$ cat src/iosd_consts.vh
// constants for the i/o space decode and storage register block
`ifndef IOSD_CONSTS_VH
`define IOSD_CONSTS_VH
`define IOSD_DATA_IO_OFFSET   9'h020
`define IOSD_IO_TOP           9'h03f
`define IOSD_BIT_TOP          9'h01f
`define IOSD_EXT_LO           9'h060
`define IOSD_EXT_HI           9'h1ff
`define IOSD_PA_INPUT         9'h000
`define IOSD_PA_DIR           9'h001
`define IOSD_PA_OUTPUT        9'h002
`define IOSD_PC_INPUT         9'h006
`define IOSD_PC_DIR           9'h007
`define IOSD_PC_OUTPUT        9'h008
`define IOSD_GS0              9'h01e
`define IOSD_GS1              9'h02a
`define IOSD_GS2              9'h02b
`define IOSD_RESET_VALUE      8'h00
`define IOSD_OP_NONE          3'h0
`define IOSD_OP_IO_READ       3'h1
`define IOSD_OP_IO_WRITE      3'h2
`define IOSD_OP_BIT_SET       3'h3
`define IOSD_OP_BIT_CLEAR     3'h4
`define IOSD_OP_BIT_TEST      3'h5
`define IOSD_OP_DS_LOAD       3'h6
`define IOSD_OP_DS_STORE      3'h7
`endif

$ cat src/iosd_io_space_regs.v
// i/o space decode with general storage and legacy port registers
// What this block does
// [RL1] every location is reachable by data-space loads and stores.
// [RL2] bit set and clear work on i/o addresses 0x00 to 0x1f.
// [RL3] skip-on-bit tests read one selected bit in 0x00 to 0x1f.
// [RL4] short i/o read and write reach only i/o addresses 0x00 to 0x3f.
// [RL5] a low i/o register sits at its i/o address plus 0x20 in data space.
// [RL6] the region 0x60 to 0x1ff is reachable only by loads and stores.
// [RL7] bit clear zeroes the bit named by bitSel whatever wrData holds; no flag clears on a written one.
// [RL8] bit set and clear change only the named bit.
// [RL9] software leaves reserved bits and addresses alone.
// [RL10] three 8-bit general storage registers hold and return any value.
// [RL11] legacy port a and c output and direction registers act as storage.
// [RL12] the port a input address is reserved, not storage.
// [RL13] the port c input address is reserved, not storage.
// [RL14] all storage registers reset to zero.
`timescale 1ns/1ns
`include "iosd_consts.vh"
module iosd_io_space_regs (
	// clock and reset
	input  wire       clk_sys,
	input  wire       reset_n,
	// cpu access
	input  wire       opValid,
	input  wire [2:0] opCode,
	input  wire [8:0] opAddr,
	input  wire [2:0] bitSel,
	input  wire [7:0] wrData,
	// answer
	output reg  [7:0] rdData,
	output reg        bitTest,
	output reg        accessError,
	// extended region hand-off
	output wire       extSelect,
	output wire [8:0] extAddr
);
	localparam NREG = 7;
	reg  [7:0] store_reg [0:NREG-1];
	reg  [7:0] store_next;
	reg  [2:0] slot;
	reg        slotHit;
	wire [8:0] ioAddr;
	wire       legal;
	wire       isWrite;
	wire       isBit;
	wire [7:0] oldValue;
	wire [7:0] newValue;
	wire       bitValue;
	wire       reservedHit;
	integer    i;

	function [3:0] decode_slot;
		input [8:0] a;
		begin
			case (a)
				`IOSD_GS0:       decode_slot = 4'h8; // RL10
				`IOSD_GS1:       decode_slot = 4'h9; // RL10
				`IOSD_GS2:       decode_slot = 4'ha; // RL10
				`IOSD_PA_OUTPUT: decode_slot = 4'hb; // RL11
				`IOSD_PA_DIR:    decode_slot = 4'hc; // RL11
				`IOSD_PC_OUTPUT: decode_slot = 4'hd; // RL11
				`IOSD_PC_DIR:    decode_slot = 4'he; // RL11
				default:         decode_slot = 4'h0;
			endcase
		end
	endfunction

	iosd_addr_map u_map (
		.opCode  (opCode),
		.opAddr  (opAddr),
		.ioAddr  (ioAddr),
		.legal   (legal),
		.isWrite (isWrite),
		.isBit   (isBit)
	);

	always @* begin
		slot    = 3'h0;
		slotHit = 1'b0;
		case (decode_slot(ioAddr))
			4'h8: begin slot = 3'h0; slotHit = 1'b1; end
			4'h9: begin slot = 3'h1; slotHit = 1'b1; end
			4'ha: begin slot = 3'h2; slotHit = 1'b1; end
			4'hb: begin slot = 3'h3; slotHit = 1'b1; end
			4'hc: begin slot = 3'h4; slotHit = 1'b1; end
			4'hd: begin slot = 3'h5; slotHit = 1'b1; end
			4'he: begin slot = 3'h6; slotHit = 1'b1; end // RL11
			default: begin slot = 3'h0; slotHit = 1'b0; end
		endcase
	end

	// port a input and port c input are never storage
	assign reservedHit = (ioAddr == `IOSD_PA_INPUT) || (ioAddr == `IOSD_PC_INPUT); // RL12 RL13
	assign oldValue    = slotHit ? store_reg[slot] : 8'h00;
	assign extSelect   = opValid && legal && (ioAddr >= `IOSD_EXT_LO - `IOSD_DATA_IO_OFFSET); // RL6
	assign extAddr     = opAddr;

	iosd_bit_op u_bit (
		.opCode   (opCode),
		.bitSel   (bitSel),
		.oldValue (oldValue),
		.wrData   (wrData),
		.newValue (newValue),
		.bitValue (bitValue)
	);

	always @* begin
		store_next = newValue; // RL8
	end

	always @(posedge clk_sys or negedge reset_n) begin
		if (!reset_n) begin
			for (i = 0; i < NREG; i = i + 1) begin
				store_reg[i] <= `IOSD_RESET_VALUE; // RL14
			end
		end else if (opValid && legal && isWrite && slotHit && !reservedHit) begin
			store_reg[slot] <= store_next; // RL10 RL11
		end
	end

	always @(posedge clk_sys or negedge reset_n) begin
		if (!reset_n) begin
			rdData      <= 8'h00;
			bitTest     <= 1'b0;
			accessError <= 1'b0;
		end else begin
			accessError <= opValid && !legal; // RL4 RL2
			if (opValid && legal && !isWrite) begin
				rdData  <= (slotHit && !reservedHit) ? oldValue : 8'h00; // RL12 RL13
				bitTest <= isBit ? bitValue : 1'b0; // RL3
			end
		end
	end
endmodule

$ cat src/iosd_addr_map.v
// maps each cpu access onto an i/o address and checks its legality
`timescale 1ns/1ns
`include "iosd_consts.vh"
module iosd_addr_map (
	// request
	input  wire [2:0] opCode,
	input  wire [8:0] opAddr,
	// result
	output reg  [8:0] ioAddr,
	output reg        legal,
	output reg        isWrite,
	output reg        isBit
);
	always @* begin
		ioAddr  = opAddr;
		legal   = 1'b0;
		isWrite = 1'b0;
		isBit   = 1'b0;
		case (opCode)
			`IOSD_OP_IO_READ: begin
				legal = (opAddr <= `IOSD_IO_TOP); // RL4
			end
			`IOSD_OP_IO_WRITE: begin
				legal   = (opAddr <= `IOSD_IO_TOP); // RL4
				isWrite = 1'b1;
			end
			`IOSD_OP_BIT_SET, `IOSD_OP_BIT_CLEAR: begin
				legal   = (opAddr <= `IOSD_BIT_TOP); // RL2
				isWrite = 1'b1;
				isBit   = 1'b1;
			end
			`IOSD_OP_BIT_TEST: begin
				legal = (opAddr <= `IOSD_BIT_TOP); // RL3
				isBit = 1'b1;
			end
			`IOSD_OP_DS_LOAD, `IOSD_OP_DS_STORE: begin
				// low range sits 0x20 higher in data space
				ioAddr  = opAddr - `IOSD_DATA_IO_OFFSET; // RL5
				legal   = (opAddr >= `IOSD_DATA_IO_OFFSET); // RL1 RL6
				isWrite = (opCode == `IOSD_OP_DS_STORE);
			end
			default: begin
				legal = 1'b0;
			end
		endcase
	end
endmodule

$ cat src/iosd_bit_op.v
// merges a whole-byte or single-bit write into the old byte
`timescale 1ns/1ns
`include "iosd_consts.vh"
module iosd_bit_op (
	// operands
	input  wire [2:0] opCode,
	input  wire [2:0] bitSel,
	input  wire [7:0] oldValue,
	input  wire [7:0] wrData,
	// result
	output reg  [7:0] newValue,
	output wire       bitValue
);
	wire [7:0] bitMask;
	assign bitMask  = 8'h01 << bitSel;
	assign bitValue = oldValue[bitSel]; // RL3
	always @* begin
		case (opCode)
			`IOSD_OP_BIT_SET:   newValue = oldValue | bitMask; // RL8
			`IOSD_OP_BIT_CLEAR: newValue = oldValue & ~bitMask; // RL7 RL8
			default:            newValue = wrData;
		endcase
	end
endmodule

$ cat config.mk
export PLATFORM = sky130hd
export DESIGN_NAME = iosd_io_space_regs
export DESIGN_NICKNAME = d
export VERILOG_FILES = /design/src/iosd_io_space_regs.v /design/src/iosd_addr_map.v /design/src/iosd_bit_op.v
export VERILOG_INCLUDE_DIRS = /design/src
export SDC_FILE = /design/constraint.sdc
export NUM_CORES = 1
export LEC_CHECK = 0
export ABC_AREA = 1
export ABC_CLOCK_PERIOD_IN_PS = 2800
export BUFFER_PORTS_ARGS = -buffer_cell sky130_fd_sc_hd__buf_2
export CORE_MARGIN = 1
export CORE_UTILIZATION = 60
export DETAILED_ROUTE_END_ITERATION = 8
export HOLD_SLACK_MARGIN = 0.12
export PLACE_DENSITY = 0.86
export SKIP_LAST_GASP = 1
export SLEW_MARGIN = 15
export SYNTH_ARGS = -nofsm -noshare
export SYNTH_HDL_FRONTEND = slang
export SYNTH_SLANG_ARGS = --single-unit
export TNS_END_PERCENT = 1
$ cat constraint.sdc
create_clock -name clk_sys -period 2.8 [get_ports clk_sys]
set_clock_uncertainty 0.2 [all_clocks]
set_input_delay 0.7 -clock clk_sys [delete_from_list [all_inputs] [get_ports clk_sys]]
set_output_delay 0.7 -clock clk_sys [all_outputs]
set_load 0.05 [all_outputs]
==> flow_summary.yaml, run 1 <==
floorplan:
  coreArea_um2: 6980
  die_y_um: 87.9
  die_area_um2: 7730
  start_util: 0.635
  rows: 30
  die_w_um: 87.9
  ios: 46
route:
  drc_errors: 0
  antenna_left: 0
  drt-wirelength-per-cell_um: 19.7
  firstDrtPassIters: 7
  wirelength_um: 16800
  num_vias: 5306
  viasPerCell: 6.23
  drtIter0Drc: 679
global_route:
  grt_overflow_total: 0
  grt_pass1_wl_um: 22800
  grt_max_degree: 30
  track_usage: 0.397
  grt_pass1_vias: 4880
  antenna_found_initial: 0
power_and_ir_drop:
  seq_power_share: 0.424
  cellLeakagePower_nw: 3.15
  p_comb_frac: 0.175
  peakVddDrop_mv: 0.330
  power_density_nw_per_um2: 385
  pwr-share-clk: 0.401
  intPower_mw: 1.62
  swShare: 0.288
  fin_total_pwr_mw: 2.27
  p_sw_mw: 0.655
yosys:
  syn_avg_cell_area_um2: 7.06
  ys.warnings.count: 0
  ys_ff_latch: 66
  syn_inst: 628
  syn_area_um2: 4430
  synth_top_area_frac: 0.373
  synth_cell_types: 36
  mappedNetlistNets: 656
  yosysTopAreaCell: "dfrtp_1"
  seq_area_frac_synth: 0.373
  synth_area_leaders: "dfrtp_1 37%, nand2_1 21%, nand3_1 5.5%, nor2_1 4.8%, inv_1 4.4%"
sta:
  final.setup.worst_slack_ns: -0.233
  relSlewSlack: 0.479
  period_minus_slack_ns: 3.03
  tightest_slew_ns: 0.781
  hold_violations: 0
  finalSetupViolCount: 61
  period_share: 1.08
  slew_violations: 0
  rsz0062_at_grt: "yes"
  fmax_ghz: 0.330
critical_path:
  path_common_cell: "nand2_1"
  cp.arrival_ns: 3.14
  start_kind: "primary input"
  required_ns: 2.90
  slowest_stage: "nor2_4"
  crit_chain: "clkbuf_4 -> nand2_4 -> nor2_4 -> nand3_2 -> nand2_4 -> inv_2 -> buf_4 -> o211ai_4 -> nand2_4 -> buf_4 -> o21ai_2 -> nand2_1 -> inv_1 -> nand2_1 -> nor2_4 -> nor2_1 -> nor2_1 -> nand2_1 -> inv_1 -> nand2_1 -> nand2_1"
  critPathMaxStageDelay_ns: 0.27
  path_class: "in2reg"
  crit_fanout: 7
  worstSetupEndpointType: "flop"
place:
  io_buffer_count: 45
  place_congestion: 1.00
  postPlaceCellArea_um2: 5290
  place.detailed.hpwl_um: 9510
run_status:
  violations: "setup timing"
  status: "complete, but fails checks"
final_layout:
  final_net_count: 780
  final_common_cell: "nand2_1"
  largest_reg_flops: 56
  areaGrowthSynthToFinish_pct: 33.1
  finalInstanceArea_um2: 5900
  drive_gt1_frac: 0.324
  n_antenna_cell: 0
  final_cell_mix: "235 x nand2_1, 78 x buf_4, 66 x dfrtp_1, 54 x nor2_1, 51 x inv_1"
cts:
  postCtsHoldBufs: 0
  cts-root-buf: "clkbuf_8"
  numCtsBuffers: 9
  cts_tree: "built"
  clkTransAtPathRegs_ns: 0.08
  ctsHtreeMaxLevel: 3
  clk_latency_ns: 0.36
  cts_buffer_depth: 2
  cts_sinks: 66
run:
  maxCapViolCount: 0
min_path:
  hp-class: "in2async"
[power groups by stage]
stage / Combinational, mW / Clock (mW) / Sequential [mW]
floorplan: 0.186 / 0 / 0.996
global placement: 0.323 / 0 / 0.982
detailed placement: 0.331 / 0 / 0.982
CTS: 0.353 / 0.892 / 0.964
global route: 0.418 / 0.942 / 0.964
finish: 0.399 / 0.911 / 0.964
[final cells by class]
| class | count | area (µm²) |
|---|---|---|
| repair buffers | 135 | 1070 |
| inverters | 63 | 272 |
| flip-flops and latches | 66 | 1650 |
| well taps | 96 | 120 |
| fillers | 390 | 1080 |
| multi-input cells | 477 | 2570 |
| clock buffers | 11 | 141 |
| clock inverters | 4 | 76.3 |
[worst max-delay path, delay by kind of cell]
| family | cells | cell delay (ns) |
|---|---|---|
| AND/OR/NAND/NOR | 13 | 1.39 |
| AO/OA/AOI/OAI | 2 | 0.27 |
| buffers and inverters | 6 | 0.76 |
[Yosys cell counts (all sizes together)]
library cell	instances
ha	2
clkinv	1
a21oi	1
a22oi	2
buf	23
nand2	264
dfrtp	66
nor3b	1
nor3	7
inv	62
nand3	56
nor2	73
nand3b	3
clkbuf	1
o21ai	45
a32o	2
o211ai	6
nand4	12
a21boi	1
[cell families (layout without fill, tap and decap cells)]
logic type / Yosys count / count (layout) / synth area share
compound gates: 57 / 57 / 0.0878
buf+inv: 87 / 213 / 0.100
flops: 66 / 66 / 0.373
simple gates: 416 / 418 / 0.434
fa+ha+maj: 2 / 2 / 0.00565
[stage by stage]
stage          instances  setup TNS (ns)  hold slack (ns)   util  setup WS (ns)
2_1_floorplan        628        -0.00626            0.204      -       -0.00626
3_3_place_gp         820          -24.69            0.256  0.758         -0.511
3_5_place_dp         820          -30.03            0.267  0.758         -0.558
4_1_cts              844          -0.764            0.225  0.819        -0.0496
5_1_grt              852          -13.20            0.266  0.845         -0.356
6_report             852           -7.83            0.208  0.845         -0.233
[metal layers]
metal | vias to the layer above | GRT usage | wire, µm
met5 | - | 0 | 0
met4 | 0 | 0.250 | 1450
met3 | 177 | 0.114 | 2180
met2 | 487 | 0.658 | 7410
met1 | 2411 | 0.452 | 5720
li1 | 2231 | - | -
[timing repair]
action                                  CTS  global route
endpoints found under the setup margin   60            64
pin swaps                                12            14
setup buffers                             8             7
gates resized for setup                  27            29
cloned                                    1             1
[final timing paths]
check	from	end	slack (ns)	cells after the start
setup / recovery	opCode[1]	bitTest$_DFFE_PN0P_	-0.23	21
hold reg to reg	rdData[6]$_DFFE_PN0P_	rdData[6]$_DFFE_PN0P_	0.28	2
min in group clk_sys	rdData[6]$_DFFE_PN0P_	rdData[6]$_DFFE_PN0P_	0.28	2
hold / removal	reset_n	bitTest$_DFFE_PN0P_	0.21	1
setup reg to reg	store_reg[6]$_DFFE_PN0P_	bitTest$_DFFE_PN0P_	0.96	12
max in group asynchronous	reset_n	store_reg[43]$_DFFE_PN0P_	1.50	2
Power figures use the tool's default switching activity.
==> inputs of run 2 (changes only) <==
Settings changed: ABC_CLOCK_PERIOD_IN_PS 2800 to 3700, CORE_UTILIZATION 60 to 64, PLACE_DENSITY 0.86 to 0.91.
Clock period 2.8 ns to 3.7 ns, I/O delays scaled along.
==> run 2 against run 1 <==
Sequential share of layout area increased by 5.4 points; critical endpoint is now extSelect; clock-buffer cell count decreased by 1; first-iteration DRC count decreased by 34%; the flow now finishes without violations; via count decreased by 17%; hold slack improved by 0.068 ns; register-to-register slack improved by 0.99 ns; highest routed layer unchanged; largest power group is now clock.
==> flow_summary.yaml, run 2 (same netlist as run 1, synthesis figures left out) <==
run_status:
  status: "completed"
place:
  place_congestion: 0.931
  postPlaceCellArea_um2: 4700
  io_buffer_count: 45
  place.detailed.hpwl_um: 8430
sta:
  relSlewSlack: 0.327
  tightest_slew_ns: 1.01
  fin_setup_tns_ns: 0
  fmax_ghz: 0.288
  finalSetupViolCount: 0
  period_share: 0.939
  holdWs_ns: 0.276
  slew_violations: 0
  rsz0062_at_grt: "no"
  hold_violations: 0
  period_minus_slack_ns: 3.48
final_layout:
  drive_gt1_frac: 0.204
  areaGrowthSynthToFinish_pct: 11.6
  final_common_cell: "nand2_1"
  n_antenna_cell: 0
  largest_reg_flops: 56
  finalInstanceArea_um2: 4950
  final_cell_mix: "250 x nand2_1, 66 x dfrtp_1, 56 x nor2_1, 52 x inv_1, 49 x nand3_1"
  final_net_count: 706
power_and_ir_drop:
  fin_total_pwr_mw: 1.69
  peakVddDrop_mv: 0.243
  power_density_nw_per_um2: 342
  cellLeakagePower_nw: 2.71
global_route:
  grt_overflow_total: 0
  track_usage: 0.344
  grt_max_degree: 45
  grt_pass1_vias: 4069
  antenna_found_initial: 0
  grt_pass1_wl_um: 19400
critical_path:
  required_ns: 2.57
  crit_fanout: 4
  slowest_stage: "nor3_1"
  crit_chain: "buf_2 -> inv_1 -> nand2_1 -> nor3_1 -> a21oi_1 -> o211ai_1 -> nand2_1 -> nor2_2 -> buf_2"
  r2r_start: "store_reg[53]$_DFFE_PN0P_"
  cp_num_cells: 9
  crit_path_start: "opAddr[2]"
  critPathMaxStageDelay_ns: 0.26
  path_class: "in2out"
  crit_family: "simple AND/OR/NAND/NOR gates"
  r2r_cells: 9
  crit_buf_inv: 3
  start_kind: "primary input"
  worstSetupEndpointType: "primary output"
  cp.arrival_ns: 2.35
cts:
  clk_latency_ns: 0.35
  cts_sinks: 66
  clkTransAtPathRegs_ns: 0.07
  cts_tree: "built"
  numCtsBuffers: 9
  cts-root-buf: "clkbuf_8"
  cts_buffer_depth: 2
  ctsHtreeMaxLevel: 3
  postCtsSetupBuffers: 0
run:
  maxCapViolCount: 0
route:
  drt-met1-wl_um: 4900
  drc_errors: 0
  wl_met3_um: 979
  firstDrtPassIters: 8
  wl_met2_um: 5310
  top_layer: "met4"
  wirelength_um: 11600
  antenna_left: 0
  drt-wirelength-per-cell_um: 15.2
  drtIter0Drc: 450
  num_vias: 4413
  viasPerCell: 5.81
floorplan:
  ios: 46
  die_y_um: 85.2
  coreArea_um2: 6530
  die_area_um2: 7260
  rows: 29
  die_w_um: 85.2
  start_util: 0.679
min_path:
  hp-class: "reg2reg"
  min_from: "store_reg[55]$_DFFE_PN0P_"
  whs_path_depth: 2
[run 2: power breakdown]
| group | internal [mW] | leakage [nW] | switching, mW |
|---|---|---|---|
| Combinational | 0.0550 | 1.68 | 0.158 |
| Sequential | 0.726 | 0.909 | 0.00272 |
| Clock | 0.450 | 0.121 | 0.300 |
| Total | 1.23 | 2.71 | 0.460 |
[run 2: worst paths after layout]
kind,to,slack (ns)
worst max-delay path,extSelect,0.22
worst min-delay path,store_reg[55]$_DFFE_PN0P_,0.28
worst max register to register,store_reg[45]$_DFFE_PN0P_,1.95
worst min register to register,store_reg[55]$_DFFE_PN0P_,0.28
max in group asynchronous,store_reg[7]$_DFFE_PN0P_,1.99
min in group asynchronous,rdData[5]$_DFFE_PN0P_,0.53
[run 2: metrics by stage]
stage / worst slack [ns] / utilization / std cells
2_1_floorplan: 0.212 / - / 628
3_3_place_gp: 0.166 / 0.720 / 744
3_5_place_dp: 0.0854 / 0.720 / 744
4_1_cts: 0.137 / 0.757 / 760
5_1_grt: 0.0761 / 0.757 / 760
6_report: 0.225 / 0.757 / 760
[run 2: metal layers]
metal	GRT usage	vias to the layer above
met5	0	-
met4	0.153	0
met3	0.0623	37
met2	0.545	258
met1	0.463	2034
li1	-	2084
[run 2: final cells by class]
| class | instances | area (µm²) |
|---|---|---|
| fillers | 468 | 1590 |
| flip-flops and latches | 66 | 1650 |
| well taps | 77 | 96.3 |
| clock inverters | 6 | 113 |
| inverters | 63 | 241 |
| clock buffers | 10 | 128 |
| repair buffers | 63 | 373 |
| multi-input cells | 475 | 2340 |
[run 2: tightest hold or removal path: stages (launching register included)]
cell     delay [ns]
dfrtp_1        0.34
nand2_1        0.06
o21ai_2        0.05
[run 2: timing repair]
item / in CTS / in global routing
resized for setup: 0 / 1
setup endpoints to repair: 0 / 1
hold buffers: 0 / 0
